[config.mk]
export PLATFORM = sky130hd
export DESIGN_NAME = pmpc_motor_ctrl
export DESIGN_NICKNAME = d
export VERILOG_FILES = /design/src/design/pmpc_pkg.sv /design/src/design/pmpc_stepper.sv /design/src/design/pmpc_motor_ctrl.sv
export VERILOG_INCLUDE_DIRS = /design/src /design/src/design
export SDC_FILE = /design/constraint.sdc
export NUM_CORES = 1
export LEC_CHECK = 0
export BUFFER_PORTS_ARGS = -buffer_cell sky130_fd_sc_hd__buf_4
export CORE_UTILIZATION = 55
export DETAILED_ROUTE_END_ITERATION = 8
export MAX_ROUTING_LAYER = met4
export PLACE_DENSITY = 0.86
export SETUP_SLACK_MARGIN = 0.2
export SLEW_MARGIN = 5
export SYNTH_ARGS = -nofsm -noshare
export SYNTH_HDL_FRONTEND = slang
export SYNTH_SLANG_ARGS = --single-unit
[constraint.sdc]
create_clock -name ref_clk_in -period 3.8 [get_ports ref_clk_in]
set_input_delay 0.19 -clock ref_clk_in [delete_from_list [all_inputs] [get_ports ref_clk_in]]
set_output_delay 0.19 -clock ref_clk_in [all_outputs]
set_load 0.005 [all_outputs]
[src/design/pmpc_map.svh]
`ifndef PMPC_MAP_SVH
`define PMPC_MAP_SVH
`define PMPC_CLK_HZ          250000000
`define PMPC_OFS_CTRL        8'h00
`define PMPC_OFS_DUTY        8'h04
`define PMPC_OFS_THR         8'h08
`define PMPC_OFS_FEEDLEN     8'h0C
`define PMPC_OFS_STATUS      8'h10
`define PMPC_OFS_PERIOD      8'h14
`define PMPC_CTRL_RST        32'h0000_0000
`define PMPC_DUTY_RST        16'h0000
`define PMPC_THR_RST         20'hFFFFF
`define PMPC_FEEDLEN_RST     8'h00
`define PMPC_B_CARR_GO       0
`define PMPC_B_CARR_DIR      1
`define PMPC_B_FEED_RUN      2
`define PMPC_B_FEED_DIR      3
`define PMPC_B_PULL          4
`define PMPC_B_PLG_OPEN      5
`define PMPC_B_GAP_RUN       6
`define PMPC_B_GAP_DIR       7
`define PMPC_B_RIB_DIR       8
`define PMPC_B_CARR_MOVE     9
`define PMPC_B_WDT_EN        10
`define PMPC_B_FEED_HOLD     11
`define PMPC_CTRL_W          12
`define PMPC_BR_OFF          4'h0
`define PMPC_BR_MODE1        4'hA
`define PMPC_BR_MODE3_LR     4'h3
`define PMPC_BR_MODE3_RL     4'hC
`define PMPC_CARR_TIMEOUT_S  1.5
`define PMPC_FEED_NORMAL_PPS 4274
`define PMPC_FEED_MIDDLE_PPS 2610
`define PMPC_FEED_MICRO_PPS  1000
`define PMPC_RIBBON_PPS      720
`define PMPC_GAP_PPS         285
`define PMPC_FEED_LEN_MICRO  8'd20
`define PMPC_FEED_LEN_MIDDLE 8'd60
`define PMPC_WDT_MS          100
`define PMPC_PLG_DRIVE_MS    50
`endif

[src/design/pmpc_pkg.sv]
package pmpc_pkg;
  typedef enum logic [1:0] {CARR_IDLE, CARR_DEC12, CARR_DEC3, CARR_SHORT} pmpc_carr_state_type;
  typedef enum logic [1:0] {FEED_MICRO, FEED_MIDDLE, FEED_NORMAL} pmpc_feed_mode_type;
  typedef enum logic [1:0] {PLG_OFF, PLG_DRIVE, PLG_HOLD} pmpc_plg_state_type;
endpackage

[src/design/pmpc_stepper.sv]
module pmpc_stepper #(
  parameter int DIV_W   = 20,
  parameter bit HOLD_OK = 1'b1
) (
  input  wire logic             ref_clk_in,
  input  wire logic             rstn_in,
  input  wire logic             run_in,
  input  wire logic             dir_in,
  input  wire logic             half_in,
  input  wire logic             hold_in,
  input  wire logic [DIV_W-1:0] div_in,
  output logic      [3:0]       phase_out,
  output logic                  step_out
);
  logic [2:0]       idx_ff;
  logic [DIV_W-1:0] cnt_ff;
  logic [3:0]       nxt_phase;
  wire              tick = run_in & (cnt_ff >= div_in - DIV_W'(1));
  wire  [2:0]       stride = half_in ? 3'h1 : 3'h2;

  // Eight-state half-step table: A, AB, B, BC, C, CD, D, DA
  function automatic logic [3:0] pmpc_phase(input logic [2:0] i);
    case (i)
      3'h0: pmpc_phase = 4'h1;
      3'h1: pmpc_phase = 4'h3;
      3'h2: pmpc_phase = 4'h2;
      3'h3: pmpc_phase = 4'h6;
      3'h4: pmpc_phase = 4'h4;
      3'h5: pmpc_phase = 4'hC;
      3'h6: pmpc_phase = 4'h8;
      default: pmpc_phase = 4'h9;
    endcase
  endfunction

  // Full step forces an odd index so two adjacent windings stay on
  assign nxt_phase = run_in ? (half_in ? pmpc_phase(idx_ff) : pmpc_phase(idx_ff | 3'h1)) :
                     (hold_in && HOLD_OK) ?
                     (half_in ? pmpc_phase(idx_ff & 3'h6) : pmpc_phase(idx_ff | 3'h1)) :
                     4'h0;

  always_ff @(posedge ref_clk_in) begin
    if (!rstn_in) begin
      idx_ff    <= 3'h0;
      cnt_ff    <= '0;
      phase_out <= 4'h0;
      step_out  <= 1'b0;
    end else begin
      cnt_ff    <= (tick || !run_in) ? '0 : cnt_ff + DIV_W'(1);
      idx_ff    <= !tick ? idx_ff : (dir_in ? idx_ff - stride : idx_ff + stride);
      phase_out <= nxt_phase;
      step_out  <= tick;
    end
  end
endmodule

[src/design/pmpc_motor_ctrl.sv]
// The placing of the registers and the AHB-Lite register port were left to the implementer.
`include "pmpc_map.svh"
module pmpc_motor_ctrl #(
  parameter int unsigned TIMEOUT_CYC    = int'(`PMPC_CARR_TIMEOUT_S * `PMPC_CLK_HZ),
  parameter int unsigned FEED_NORM_DIV  = `PMPC_CLK_HZ / `PMPC_FEED_NORMAL_PPS,
  parameter int unsigned FEED_MID_DIV   = `PMPC_CLK_HZ / `PMPC_FEED_MIDDLE_PPS,
  parameter int unsigned FEED_MICRO_DIV = `PMPC_CLK_HZ / `PMPC_FEED_MICRO_PPS,
  parameter int unsigned RIBBON_DIV     = `PMPC_CLK_HZ / `PMPC_RIBBON_PPS,
  parameter int unsigned GAP_DIV        = `PMPC_CLK_HZ / `PMPC_GAP_PPS,
  parameter int unsigned WDT_CYC        = `PMPC_WDT_MS * (`PMPC_CLK_HZ / 1000),
  parameter int unsigned PLG_DRIVE_CYC  = `PMPC_PLG_DRIVE_MS * (`PMPC_CLK_HZ / 1000)
) (
  input  wire logic        ref_clk_in,
  input  wire logic        rstn_in,
  input  wire logic        hsel_in,
  input  wire logic [31:0] haddr_in,
  input  wire logic [1:0]  htrans_in,
  input  wire logic        hwrite_in,
  input  wire logic [2:0]  hsize_in,
  input  wire logic        hready_in,
  input  wire logic [31:0] hwdata_in,
  output logic      [31:0] hrdata_out,
  output logic             hreadyout_out,
  output logic             hresp_out,
  input  wire logic        carriage_encoder_in,
  input  wire logic        encoder_phase_a_in,
  input  wire logic        encoder_phase_b_in,
  input  wire logic        feed_phase_a_monitor_in,
  output logic      [3:0]  carriage_bridge_out,
  output logic      [3:0]  feed_phase_outputs_out,
  output logic      [3:0]  ribbon_phase_outputs_out,
  output logic      [3:0]  gap_phase_outputs_out,
  output logic             gap_drive_hold_select_out,
  output logic             plunger_drive_out,
  output logic             plunger_hold_out,
  output logic             reset_request_n_out
);
  // Bus slave
  logic [`PMPC_CTRL_W-1:0] ctrl_ff;
  logic [7:0]              duty_ff;
  logic [7:0]              first_minimum_duty_ff;
  logic [19:0]             third_speed_threshold_ff;
  logic [7:0]              feed_len_ff;
  logic                    wr_pend_ff;
  logic [7:0]              wr_addr_ff;
  logic [31:0]             rd_data;

  // Pins from outside: carriage enc, gap A, gap B, feed monitor
  logic [3:0]  sync1_ff;
  logic [3:0]  sync2_ff;
  logic [3:0]  prev_ff;

  pmpc_pkg::pmpc_carr_state_type carr_state_ff;
  pmpc_pkg::pmpc_carr_state_type nxt_carr_state;
  pmpc_pkg::pmpc_feed_mode_type  feed_mode;
  pmpc_pkg::pmpc_plg_state_type  plg_state_ff;
  pmpc_pkg::pmpc_plg_state_type  nxt_plg_state;

  logic [31:0] per_cnt_ff;
  logic [31:0] last_per_ff;
  logic [7:0]  pwm_ff;
  logic [3:0]  nxt_bridge;
  logic [15:0] gap_pos_ff;
  logic [31:0] wdt_cnt_ff;
  logic        wdt_trip_ff;
  logic [31:0] plg_cnt_ff;
  logic [19:0] feed_div;

  wire ahb_go   = hsel_in & htrans_in[1] & hready_in;
  wire wr_ctrl  = wr_pend_ff & (wr_addr_ff == `PMPC_OFS_CTRL);
  wire wr_duty  = wr_pend_ff & (wr_addr_ff == `PMPC_OFS_DUTY);
  wire wr_thr   = wr_pend_ff & (wr_addr_ff == `PMPC_OFS_THR);
  wire wr_flen  = wr_pend_ff & (wr_addr_ff == `PMPC_OFS_FEEDLEN);

  wire carr_go   = ctrl_ff[`PMPC_B_CARR_GO];
  wire carr_dir  = ctrl_ff[`PMPC_B_CARR_DIR];
  wire feed_run  = ctrl_ff[`PMPC_B_FEED_RUN];
  wire feed_hold = ctrl_ff[`PMPC_B_FEED_HOLD];
  wire gap_run   = ctrl_ff[`PMPC_B_GAP_RUN];
  wire plg_open  = ctrl_ff[`PMPC_B_PLG_OPEN];
  wire wdt_en    = ctrl_ff[`PMPC_B_WDT_EN];

  wire carr_edge = sync2_ff[0] & ~prev_ff[0];
  wire mon_edge  = sync2_ff[3] ^ prev_ff[3];
  wire qa        = sync2_ff[1];
  wire qb        = sync2_ff[2];
  wire q_valid   = (qa ^ prev_ff[1]) ^ (qb ^ prev_ff[2]);
  wire q_fwd     = ~(prev_ff[1] ^ qb);
  wire slow      = (last_per_ff >= 32'(third_speed_threshold_ff)) |
                   (per_cnt_ff >= 32'(third_speed_threshold_ff));
  wire stalled   = per_cnt_ff >= TIMEOUT_CYC;
  wire mode2_on  = pwm_ff < duty_ff;
  wire duty_min  = duty_ff <= first_minimum_duty_ff;
  wire ribbon_run = ctrl_ff[`PMPC_B_CARR_MOVE] | (carr_state_ff != pmpc_pkg::CARR_IDLE);
  wire wdt_expire = wdt_cnt_ff >= WDT_CYC;
  wire plg_done   = plg_cnt_ff >= PLG_DRIVE_CYC - 32'd1;

  assign rd_data = (haddr_in[7:0] == `PMPC_OFS_CTRL)    ? 32'(ctrl_ff) :
                   (haddr_in[7:0] == `PMPC_OFS_DUTY)    ? {16'h0000, first_minimum_duty_ff,
                                                           duty_ff} :
                   (haddr_in[7:0] == `PMPC_OFS_THR)     ? 32'(third_speed_threshold_ff) :
                   (haddr_in[7:0] == `PMPC_OFS_FEEDLEN) ? 32'(feed_len_ff) :
                   (haddr_in[7:0] == `PMPC_OFS_STATUS)  ? {gap_pos_ff, 9'h000, wdt_trip_ff,
                                                           duty_min, 1'b0, feed_mode,
                                                           carr_state_ff} :
                   (haddr_in[7:0] == `PMPC_OFS_PERIOD)  ? last_per_ff : 32'h0000_0000;

  always_ff @(posedge ref_clk_in) begin
    if (!rstn_in) begin
      wr_pend_ff    <= 1'b0;
      wr_addr_ff    <= 8'h00;
      hrdata_out    <= 32'h0000_0000;
      hreadyout_out <= 1'b1;
      hresp_out     <= 1'b0;
    end else begin
      wr_pend_ff <= ahb_go & hwrite_in;
      wr_addr_ff <= haddr_in[7:0];
      hrdata_out <= (ahb_go & ~hwrite_in) ? rd_data : hrdata_out;
    end
  end

  always_ff @(posedge ref_clk_in) begin
    if (!rstn_in) begin
      ctrl_ff                  <= `PMPC_CTRL_W'(`PMPC_CTRL_RST);
      {first_minimum_duty_ff, duty_ff} <= `PMPC_DUTY_RST;
      third_speed_threshold_ff <= `PMPC_THR_RST;
      feed_len_ff              <= `PMPC_FEEDLEN_RST;
    end else begin
      if (wr_ctrl) ctrl_ff <= hwdata_in[`PMPC_CTRL_W-1:0];
      if (wr_duty) {first_minimum_duty_ff, duty_ff} <= hwdata_in[15:0];
      if (wr_thr) third_speed_threshold_ff <= hwdata_in[19:0];
      if (wr_flen) feed_len_ff <= hwdata_in[7:0];
    end
  end

  // Chain keeps tracking the pins through reset so no false edge follows release
  always_ff @(posedge ref_clk_in) begin
    sync1_ff <= {feed_phase_a_monitor_in, encoder_phase_b_in, encoder_phase_a_in,
                 carriage_encoder_in};
    sync2_ff <= sync1_ff;
    prev_ff  <= sync2_ff;
  end

  // Carriage deceleration; acceleration and speed loop live elsewhere
  always_comb begin
    nxt_carr_state = carr_state_ff;
    case (carr_state_ff)
      pmpc_pkg::CARR_IDLE:  if (carr_go) nxt_carr_state = pmpc_pkg::CARR_DEC12;
      pmpc_pkg::CARR_DEC12: begin
        if (!carr_go) nxt_carr_state = pmpc_pkg::CARR_IDLE;
        else if (slow) nxt_carr_state = pmpc_pkg::CARR_DEC3;
      end
      pmpc_pkg::CARR_DEC3:  begin
        if (!carr_go) nxt_carr_state = pmpc_pkg::CARR_IDLE;
        else if (stalled) nxt_carr_state = pmpc_pkg::CARR_SHORT;
      end
      pmpc_pkg::CARR_SHORT: if (!carr_go) nxt_carr_state = pmpc_pkg::CARR_IDLE;
      default: nxt_carr_state = pmpc_pkg::CARR_IDLE;
    endcase
  end

  assign nxt_bridge =
    (carr_state_ff == pmpc_pkg::CARR_DEC12) ? (mode2_on ? `PMPC_BR_OFF : `PMPC_BR_MODE1) :
    (carr_state_ff == pmpc_pkg::CARR_DEC3) ?
    (carr_dir ? `PMPC_BR_MODE3_RL : `PMPC_BR_MODE3_LR) :
    (carr_state_ff == pmpc_pkg::CARR_SHORT) ? `PMPC_BR_MODE1 : `PMPC_BR_OFF;

  // Period counter saturates so a stopped carriage never wraps back to fast
  always_ff @(posedge ref_clk_in) begin
    if (!rstn_in) begin
      carr_state_ff       <= pmpc_pkg::CARR_IDLE;
      per_cnt_ff          <= 32'h0000_0000;
      last_per_ff         <= 32'hFFFF_FFFF;
      pwm_ff              <= 8'h00;
      carriage_bridge_out <= `PMPC_BR_OFF;
    end else begin
      carr_state_ff <= nxt_carr_state;
      if (carr_edge) begin
        per_cnt_ff  <= 32'h0000_0000;
        last_per_ff <= per_cnt_ff;
      end else if (per_cnt_ff != 32'hFFFF_FFFF) begin
        per_cnt_ff <= per_cnt_ff + 32'd1;
      end
      pwm_ff              <= pwm_ff + 8'h01;
      carriage_bridge_out <= nxt_bridge;
    end
  end

  // Paper feed speed selection from length and pull tractor
  assign feed_mode = (feed_len_ff < `PMPC_FEED_LEN_MICRO) ? pmpc_pkg::FEED_MICRO :
                     ((feed_len_ff < `PMPC_FEED_LEN_MIDDLE) | ctrl_ff[`PMPC_B_PULL]) ?
                     pmpc_pkg::FEED_MIDDLE : pmpc_pkg::FEED_NORMAL;
  assign feed_div  = (feed_mode == pmpc_pkg::FEED_NORMAL) ? 20'(FEED_NORM_DIV) :
                     (feed_mode == pmpc_pkg::FEED_MIDDLE) ? 20'(FEED_MID_DIV) :
                     20'(FEED_MICRO_DIV);

  // Half step while moving, single phase when held, high level energises
  pmpc_stepper #(.DIV_W(20), .HOLD_OK(1'b1)) u_feed (
    .ref_clk_in (ref_clk_in),
    .rstn_in    (rstn_in),
    .run_in     (feed_run),
    .dir_in     (ctrl_ff[`PMPC_B_FEED_DIR]),
    .half_in    (1'b1),
    .hold_in    (feed_hold),
    .div_in     (feed_div),
    .phase_out  (feed_phase_outputs_out),
    .step_out   ()
  );

  pmpc_stepper #(.DIV_W(20), .HOLD_OK(1'b0)) u_ribbon (
    .ref_clk_in (ref_clk_in),
    .rstn_in    (rstn_in),
    .run_in     (ribbon_run),
    .dir_in     (ctrl_ff[`PMPC_B_RIB_DIR]),
    .half_in    (1'b0),
    .hold_in    (1'b0),
    .div_in     (20'(RIBBON_DIV)),
    .phase_out  (ribbon_phase_outputs_out),
    .step_out   ()
  );

  // Gap motor holds at the low common level between moves
  pmpc_stepper #(.DIV_W(20), .HOLD_OK(1'b1)) u_gap (
    .ref_clk_in (ref_clk_in),
    .rstn_in    (rstn_in),
    .run_in     (gap_run),
    .dir_in     (ctrl_ff[`PMPC_B_GAP_DIR]),
    .half_in    (1'b0),
    .hold_in    (1'b1),
    .div_in     (20'(GAP_DIV)),
    .phase_out  (gap_phase_outputs_out),
    .step_out   ()
  );

  // Double transitions are dropped rather than guessed
  always_ff @(posedge ref_clk_in) begin
    if (!rstn_in) begin
      gap_pos_ff                <= 16'h0000;
      gap_drive_hold_select_out <= 1'b0;
    end else begin
      if (q_valid) gap_pos_ff <= q_fwd ? gap_pos_ff + 16'h0001 : gap_pos_ff - 16'h0001;
      gap_drive_hold_select_out <= gap_run;
    end
  end

  // Watchdog trips only while feed is commanded to run; request stays low until reset
  always_ff @(posedge ref_clk_in) begin
    if (!rstn_in) begin
      wdt_cnt_ff          <= 32'h0000_0000;
      wdt_trip_ff         <= 1'b0;
      reset_request_n_out <= 1'b1;
    end else begin
      if (mon_edge || !(wdt_en && feed_run)) wdt_cnt_ff <= 32'h0000_0000;
      else if (!wdt_expire) wdt_cnt_ff <= wdt_cnt_ff + 32'd1;
      if (wdt_expire) wdt_trip_ff <= 1'b1;
      if (wdt_expire) reset_request_n_out <= 1'b0;
    end
  end

  always_comb begin
    nxt_plg_state = plg_state_ff;
    case (plg_state_ff)
      pmpc_pkg::PLG_OFF:   if (plg_open) nxt_plg_state = pmpc_pkg::PLG_DRIVE;
      pmpc_pkg::PLG_DRIVE: begin
        if (!plg_open) nxt_plg_state = pmpc_pkg::PLG_OFF;
        else if (plg_done) nxt_plg_state = pmpc_pkg::PLG_HOLD;
      end
      pmpc_pkg::PLG_HOLD:  if (!plg_open) nxt_plg_state = pmpc_pkg::PLG_OFF;
      default: nxt_plg_state = pmpc_pkg::PLG_OFF;
    endcase
  end

  always_ff @(posedge ref_clk_in) begin
    if (!rstn_in) begin
      plg_state_ff      <= pmpc_pkg::PLG_OFF;
      plg_cnt_ff        <= 32'h0000_0000;
      plunger_drive_out <= 1'b0;
      plunger_hold_out  <= 1'b0;
    end else begin
      plg_state_ff      <= nxt_plg_state;
      plg_cnt_ff        <= (plg_state_ff == pmpc_pkg::PLG_DRIVE) ? plg_cnt_ff + 32'd1 : 32'd0;
      plunger_drive_out <= nxt_plg_state == pmpc_pkg::PLG_DRIVE;
      plunger_hold_out  <= nxt_plg_state == pmpc_pkg::PLG_HOLD;
    end
  end
endmodule

* After elaboration in Yosys (flattened, before gate mapping)
Cells that the tools add are included.
** Word-level totals
- Output and inout port bits :: 54
- Bits in registers :: 355
** Cells by class
- Add/sub/neg operators :: 16
- $lt $le $gt $ge :: 12
- Reduce and logical (&&, ||, !) cells :: 28
- Bitwise logic cells :: 23
- Equality and inequality tests :: 35
- Multiplexer cells :: 37
** Operators with widths (number)
- 32-bit 2-to-1 mux :: 6
- 32-bit by 1-bit adder with 32-bit output, second input constant :: 3
- 32-bit by 20-bit greater-or-equal comparator with 1-bit output :: 2
- 20-bit by 1-bit adder with 20-bit output, second input constant :: 3
- 4-bit one-hot mux with 4 select lines :: 3
- 18-bit 2-to-1 mux :: 2
- 8-bit by 4-bit == test with 1-bit output, second input constant :: 4
- 32-bit by 24-bit greater-or-equal comparator with 1-bit output, second input constant :: 1
- 32-bit by 25-bit greater-or-equal comparator with 1-bit output, second input constant :: 1
- 32-bit by 29-bit greater-or-equal comparator with 1-bit output, second input constant :: 1
- 32-bit != test, second input constant :: 1
- 4-bit 2-to-1 mux :: 7
- 4-bit one-hot mux with 7 select lines :: 1
- 2-bit 2-to-1 mux :: 12
- 20-bit by 19-bit greater-or-equal comparator with 1-bit output, second input constant :: 1
- 20-bit greater-or-equal comparator :: 1
- 20-bit greater-or-equal comparator, second input constant :: 1
- 18-bit by 1-bit subtractor with 19-bit output, second input constant :: 1
- 2-bit == test, second input constant :: 9
- 16-bit by 1-bit adder with 16-bit output, second input constant :: 1
- 8-bit by 3-bit == test with 1-bit output, second input constant :: 2
- 8-bit by 5-bit == test with 1-bit output, second input constant :: 2
- 8-bit zero test :: 2
- 16-bit 2-to-1 mux :: 1
- other kinds (32) :: 83

* Depth between registers and ports, before layout
Gate-level depths: netlist of the first run.
- Depth after elaboration :: 12
- Depth in mapped cells :: 16
- Depth with buffers taken out :: 15

* By module
A second synthesis of the first run with hierarchy kept.
** Unflattened totals
- Cells, all modules :: 2330
- Area total of the unflattened synthesis :: 20043.0 um^2
** Modules (own cells, without submodules)
- pmpc_motor_ctrl :: seq. area each 5485.3 um^2, area an instance 13281.5 um^2, cells an instance 1551, instances 1
- pmpc_stepper (u_feed ...) :: seq. area each 560.5 um^2, area an instance 2258.4 um^2, cells an instance 265, instances 2
- pmpc_stepper (u_ribbon) :: seq. area each 560.5 um^2, area an instance 2244.7 um^2, cells an instance 249, instances 1

* Least setup slack after synthesis of the first run
No wires, ideal clock.
- Path kind :: register to register
- Start point :: reg sync2_ff[2]
- End point :: reg gap_pos_ff[15]
- Cell stages (with the launch flop) :: 12
- Period minus slack after synthesis :: 3545 ps
- Setup slack :: 255 ps
- Arrival :: 3430 ps
- Setup time :: 115 ps
- Path through :: dfxtp_1 > xor2_1 > ha_1 > or4_1 > o211a_2 > a2111oi_4 > o311ai_1 > a21o_1 > a21oi_2 > mux2i_1 > xnor2_1 > and2_1
** On the way
- Word-level cells in the longest chain between the ends :: 2
- Elaborated cells between the ends (all ways) :: 4
- Those cells by class :: 1 x mux; 3 x bitwise
** RTL lines
- start: declaration :: line pmpc_motor_ctrl.sv:50 : logic [3:0] sync2_ff;
- start signal: assignment :: line pmpc_motor_ctrl.sv:140 : sync2_ff <= sync1_ff;
- 1-bit bitwise XOR, on equally long branches :: line pmpc_motor_ctrl.sv:88, pmpc_motor_ctrl.sv:87
- 16-bit 2-to-1 mux or 1-bit bitwise XOR (tied branches) :: line pmpc_motor_ctrl.sv:241, pmpc_motor_ctrl.sv:87
- end signal: assignment :: line pmpc_motor_ctrl.sv:241 : if (q_valid) gap_pos_ff <= q_fwd ? gap_pos_ff + 16'h0001 : gap_pos_ff - 16'h0001;
- end: declaration :: line pmpc_motor_ctrl.sv:63 : logic [15:0] gap_pos_ff;
Several ways; a longest one is shown, not always the timed one.
A chain may end at the register's enable or synchronous reset.

* Worst setup path after layout of the first run
- Start point :: reg sync2_ff[2]
- End point :: reg gap_pos_ff[14]
Same word-level chain as after synthesis.

==> results.json, run 1 <==
{
  "routed_wl_um": 40730,
  "avgRoutedWirePerCell_um": 16.52,
  "final.min_clock_period_ps": 3369,
  "syn_area_um2": 17020,
  "num-fill-cells": 2359,
  "cts_max_level": 2,
  "crit_path_start_kind": "register",
  "synth_top_flop_cell": "dfxtp_1",
  "rows": 64,
  "tritoncts": "built",
  "drive_above_1_share": 0.08607,
  "synth_top_area_share": 0.4152,
  "multi_input_area_um2": 9366,
  "clock-sinks": 353,
  "seq_area_um2": 7067,
  "globalplace.congestion": 0.9411,
  "cts_buffers": 39,
  "path_clk_slew_ps": 60,
  "crit_fanout": 6,
  "final.setup.tns_ps": 0,
  "ys_types": 69,
  "finalHoldWorstSlack_ps": 91.09,
  "grt_overflow": 0,
  "vias": 14270,
  "powerDensity_nw_per_um2": 419.2,
  "drcViolationCount": 0,
  "hold_viol": 0,
  "setup_viol": 0,
  "antenna_found_initial": 1,
  "power.share.clock": 0.438,
  "yosysSeqAreaShare": 0.4152,
  "die_w_um": 177.9,
  "syn_inst": 1949,
  "hp-class": "input pin to register",
  "clock.fmax_mhz": 296.8,
  "grt_pass1_wl_um": 66460,
  "synth_area_leader_cell": "dfxtp_1",
  "required_ps": 4220,
  "post-dp-hpwl_um": 28130,
  "first_global_vias": 13700,
  "worstSetupEndpointType": "register",
  "track_usage": 0.2647,
  "grt_max_degree": 108,
  "cts.path.max_buffers": 3,
  "yosys-top-cells-area": "dfxtp_1, ha_1, xor2_1",
  "cp_data_arrival_time_ps": 3790,
  "worstSkewPairLatency_ps": 530,
  "fp.coreArea_um2": 30510,
  "drv_slew": 0,
  "peakVddDrop_v": 0.0003375,
  "synth_warnings": 0,
  "worst_pin_slew_ps": 1176,
  "fin_crit_sh": 0.8866,
  "status": "finished, final reports clean",
  "synth-seq-cells": 353,
  "cap_violations": 0,
  "synthArstFlopShare": 0,
  "die_y_um": 177.9,
  "vias_per_cell": 5.789,
  "synth_edf_count": 0,
  "first_pass_iters": 8,
  "dieArea_um2": 31650,
  "comb_power_share": 0.088,
  "switchingPower_mw": 1.931,
  "ant_nets": 0,
  "pwr-share-seq": 0.473,
  "placed_area_um2": 17990,
  "syn_area_per_cell_um2": 8.732,
  "power.internal_mw": 6.256,
  "critPathKind": "register to register",
  "relSlewSlack": 0.2137,
  "portBuffers": 89,
  "area_growth_pct": 14.76,
  "fin_skew_ps": 24.67,
  "postCtsSetupRepairBufs": 0,
  "nNetsFinal": 2235,
  "stdcell_area_um2": 19530,
  "drt_iter0_drc": 1023,
  "power_switching_share": 0.2359,
  "io_pins": 132,
  "clockRootBuffer": "clkbuf_16",
  "initial_core_util": 0.5578,
  "leakagePower_nw": 8.288,
  "rsz0062_at_grt": "false"
}
==> cell type report <==
class / instances / share of cell area
multi-input cells: 1439 / 0.4796
inverters: 75 / 0.01441
clock inverters: 12 / 0.005958
flip-flops and latches: 353 / 0.3618
repair buffers: 136 / 0.05701
clock buffers: 53 / 0.05573
well taps: 396 / 0.02537
diodes: 1 / 0.0001281
==> worst paths after layout <==
kind / start / to / slack (ps) / depth (start not counted)
max: sync2_ff[2]$_DFF_P_ / gap_pos_ff[14]$_SDFFE_PN0P_ / 430 / 11
min: haddr_in[3] / wr_addr_ff[3]$_SDFF_PN0_ / 90 / 2
max reg2reg: sync2_ff[2]$_DFF_P_ / gap_pos_ff[14]$_SDFFE_PN0P_ / 430 / 11
min reg2reg: sync1_ff[0]$_DFF_P_ / sync2_ff[0]$_DFF_P_ / 330 / 0
==> cell usage after synthesis (all sizes together), types with 5 or more instances <==
cell type	count
nand3	108
and2	49
o21a	10
o21ai	55
a21boi	12
clkbuf	78
or2	9
mux2i	62
nor3b	5
xnor2	61
or4	5
o211ai	30
xor2	94
nor2b	67
inv	75
a221oi	7
nor4	18
buf	10
a211oi	5
nor2	215
o31ai	5
a21oi	63
o211a	15
dfxtp	353
nand2b	11
ha	112
and4	8
a222oi	7
nand4	26
a22oi	9
nand2	207
and3	40
or3	13
a21o	27
nor3	41
==> cell families after synthesis <==
| logic type | share of synthesized area |
|---|---|
| AO/OA/AOI/OAI | 0.1056 |
| AND/OR/NAND/NOR | 0.2395 |
| other | 0.0004413 |
| buffers and inverters | 0.03683 |
| multiplexers | 0.03911 |
| flip-flops | 0.4152 |
| XOR/XNOR | 0.07977 |
| adder cells (fa/ha/maj) | 0.08352 |
==> flip-flops by register name (all words and copies together), names as in the netlist, 16 cells and up <==
signal / count
hrdata_out: 32
third_speed_threshold_ff: 20
wdt_cnt_ff: 32
u_feed.cnt_ff: 20
per_cnt_ff: 32
plg_cnt_ff: 32
gap_pos_ff: 16
last_per_ff: 32
u_gap.cnt_ff: 20
u_ribbon.cnt_ff: 20
==> placed cells by master (no fill, tap or decap), types with 6 or more instances in the layout <==
master / count
a21boi_1: 7
ha_1: 112
nor2b_1: 66
a222oi_1: 7
clkbuf_8: 6
buf_4: 103
nor3_1: 40
o21ai_1: 9
dlygate4sd3_1: 32
dfxtp_1: 353
inv_1: 75
a21o_1: 27
a21oi_1: 62
nand3_1: 108
xor2_1: 93
a22oi_1: 9
clkbuf_16: 39
nor2_1: 213
and2_1: 48
and4_1: 8
conb_1: 8
and3_1: 40
xnor2_1: 61
or3_1: 13
clkbuf_1: 8
o21a_1: 10
nand2b_1: 11
o21ai_0: 46
or2_2: 6
nand4_1: 26
o211ai_1: 30
mux2i_1: 62
a221oi_1: 7
nor4_1: 18
nand2_1: 207
o211a_1: 14
clkinv_2: 8
==> critical path: stages, from the launching register on <==
cell and delay [ps]:
dfxtp_1 390, xor2_2 330, ha_1 350, a21o_1 200
a21o_1 220, a2111oi_1 620, o31ai_1 200, nor4_1 380
o41ai_1 190, xnor2_1 160, o21ai_1 70, and2_1 170
==> metrics by stage <==
| step | utilization | std cells | total power, mW | worst slack, ps |
|---|---|---|---|---|
| 6_report | 0.6402 | 2465 | 8.187 | 431.1 |
| 5_1_grt | 0.6402 | 2465 | 8.452 | 294.5 |
| 4_1_cts | 0.6396 | 2464 | 8.205 | 294.8 |
| 3_5_place_dp | 0.5896 | 2367 | 4.616 | 407.1 |
| 3_3_place_gp | 0.5896 | 2367 | 4.584 | 508.4 |
| 2_1_floorplan | - | 1955 | 4.429 | 255.1 |
==> power by group through the flow <==
stage	registers (mW)	logic (mW)	clock network (mW)
4_1_cts	3.87	0.704	3.63
2_1_floorplan	3.92	0.505	0
3_3_place_gp	3.95	0.636	0
6_report	3.87	0.723	3.59
5_1_grt	3.88	0.793	3.78
3_5_place_dp	3.95	0.665	0
==> layer usage <==
layer,up-vias,track usage,part of all wire
met4,0,0.08796,0.026
met3,92,0.03449,0.059
met1,6810,0.3205,0.42
met5,-,-,0
met2,500,0.4523,0.49
li1,6867,-,-
==> repair_timing <==
action / CTS / global route
resized for setup: 0 / 2
endpoints found under the hold margin: 57 / 0
hold buffers: 32 / 0
endpoints found under the setup margin: 0 / 3
(Power assumes the default switching activity.)
==> run 2, diff against run 1 <==
- CORE_UTILIZATION: 55 -> 56
- PLACE_DENSITY: 0.86 -> 0.87
- REMOVE_ABC_BUFFERS: unset -> 1
- SYNTH_HIERARCHICAL: unset -> 1
==> results.json, run 2 <==
{
  "peakVddDrop_v": 0.0004643,
  "drcViolationCount": 0,
  "hp-class": "input pin to register",
  "first_pass_iters": 6,
  "ant_nets": 0,
  "cap_violations": 0,
  "critical_path_depth": 18,
  "clockRootBuffer": "clkbuf_16",
  "clock.fmax_mhz": 260.0,
  "setup_viol": 1,
  "final_cell_mix": "dfxtp_1, nor2_1, nand2_1",
  "worst_slack_ps": -46.50,
  "drv_slew": 0,
  "io_pins": 132,
  "crit_path_start_kind": "register",
  "cts_max_level": 2,
  "hold_depth": 3,
  "vias": 18140,
  "dieArea_um2": 36400,
  "syn_inst": 2324,
  "status": "complete, but fails checks",
  "die_y_um": 190.8,
  "globalplace.congestion": 0.8949,
  "layout_commonest_cell": "dfxtp_1",
  "grt_pass1_wl_um": 83680,
  "stdcell_area_um2": 23890,
  "required_ps": 4220,
  "avgRoutedWirePerCell_um": 16.80,
  "worst_pin_slew_ps": 1231,
  "clock-sinks": 355,
  "cpLargestDelayFamily": "simple AND/OR/NAND/NOR gates",
  "antenna_found_initial": 2,
  "initial_core_util": 0.5735,
  "grt_max_degree": 63,
  "routed_wl_um": 52050,
  "crit_fanout": 4,
  "cts_buffers": 39,
  "r2r_cells": 18,
  "critPathKind": "register to register",
  "fin_skew_ps": 21.85,
  "slowest_stage": "or4_1",
  "die_w_um": 190.8,
  "critical_path_buf_inv_count": 3,
  "leakagePower_nw": 9.676,
  "place_ws_ps": -255.7,
  "cpPeakStageDelay_ps": 550,
  "worstSetupEndpointType": "register",
  "portBuffers": 89,
  "rsz0062_at_grt": "true",
  "tritoncts": "built",
  "rows": 68,
  "nNetsFinal": 2856,
  "drive_above_1_share": 0.1241,
  "path_clk_slew_ps": 60,
  "vias_per_cell": 5.854,
  "grt_overflow": 0,
  "syn_area_per_cell_um2": 8.587,
  "crit_start": "feed_len_ff[3]$_SDFFE_PN0P_",
  "fin_util": 0.6864,
  "fin_crit_sh": 1.012,
  "final.min_clock_period_ps": 3846,
  "post-dp-hpwl_um": 35350,
  "area_growth_pct": 19.69,
  "powerDensity_nw_per_um2": 373.4,
  "synth_warnings": 6,
  "fp.coreArea_um2": 34800,
  "track_usage": 0.2876,
  "failed_checks": "setup timing",
  "cts.path.max_buffers": 3,
  "cp_data_arrival_time_ps": 4260,
  "syn_area_um2": 19960,
  "relSlewSlack": 0.1775,
  "r2r-start": "feed_len_ff[3]$_SDFFE_PN0P_",
  "hold_viol": 0,
  "cp_cell_sequence": "nand4_1, a21oi_2, inv_2, nand2_4, ha_4, inv_6, inv_4, ha_4, nor4b_4, nand3_2, nor3_2, xnor2_1, ha_1, nand4_1, nor4_4, and4_4, a2111oi_2, or4_1",
  "first_global_vias": 17380,
  "worstSkewPairLatency_ps": 560,
  "placed_area_um2": 21690,
  "drt_iter0_drc": 1494,
  "min_from": "htrans_in[1]"
}
-- run 2: what timing repair did --
action                                  in CTS  in global routing
gates resized for setup                     23                 52
hold buffers                                32                  0
hold endpoints to repair                    68                  0
pin swaps                                    7                 24
endpoints found under the setup margin      23                 23
setup buffers                                8                  9
cloned                                       0                  3
-- run 2: final timing paths --
check | end | slack (ps)
setup reg to reg | u_feed/idx_ff[1]$_SDFFE_PN0P_ | -50
hold / removal | wr_pend_ff$_SDFF_PN0_ | 70
setup / recovery | u_feed/idx_ff[1]$_SDFFE_PN0P_ | -50
hold reg to reg | sync2_ff[3]$_DFF_P_ | 330
-- run 2: stage by stage --
stage,instances,TNS [ps],hold WS (ps),power [mW]
6_report,3099,-46.50,68.06,8.918
2_1_floorplan,2385,-18000,217.7,4.607
5_1_grt,3099,-2782,79.32,9.243
3_3_place_gp,2973,-118.7,294.6,4.842
4_1_cts,3085,0,49.77,8.927
3_5_place_dp,2973,-2285,297.1,4.885
-- run 2: power by group --
group / internal (mW) / switching [mW]
combinational: 0.396 / 0.536
sequential: 3.83 / 0.121
clock: 2.44 / 1.60
total: 6.66 / 2.26
-- run 2: worst register-to-register path, delay by kind of cell (launching register included) --
| family | cells | cell delay (ps) |
|---|---|---|
| and+or+nand+nor | 9 | 2270 |
| adders and majority gates | 3 | 550 |
| DFF | 1 | 340 |
| AOI/OAI and AO/OA | 2 | 260 |
| buffers and inverters | 3 | 170 |
| xor gates and xnor gates | 1 | 100 |
-- run 2: metal layers --
metal | global-route usage | wire (um) | vias to the layer above
li1 | - | - | 8785
met1 | 0.3431 | 21840 | 8579
met2 | 0.4791 | 25310 | 620
met3 | 0.03846 | 2830 | 158
met4 | 0.1332 | 2069 | 0
met5 | - | 0 | -
-- run 2: cell type report --
cell class | count | area (um2)
multi-input cells | 1931 | 12920
fillers | 2588 | 10910
flip-flops and latches | 355 | 7112
repair buffers | 185 | 1525
clock buffers | 53 | 1130
well taps | 455 | 569.3
inverters | 99 | 379.1
clock inverters | 19 | 249.0
diodes | 2 | 5.005
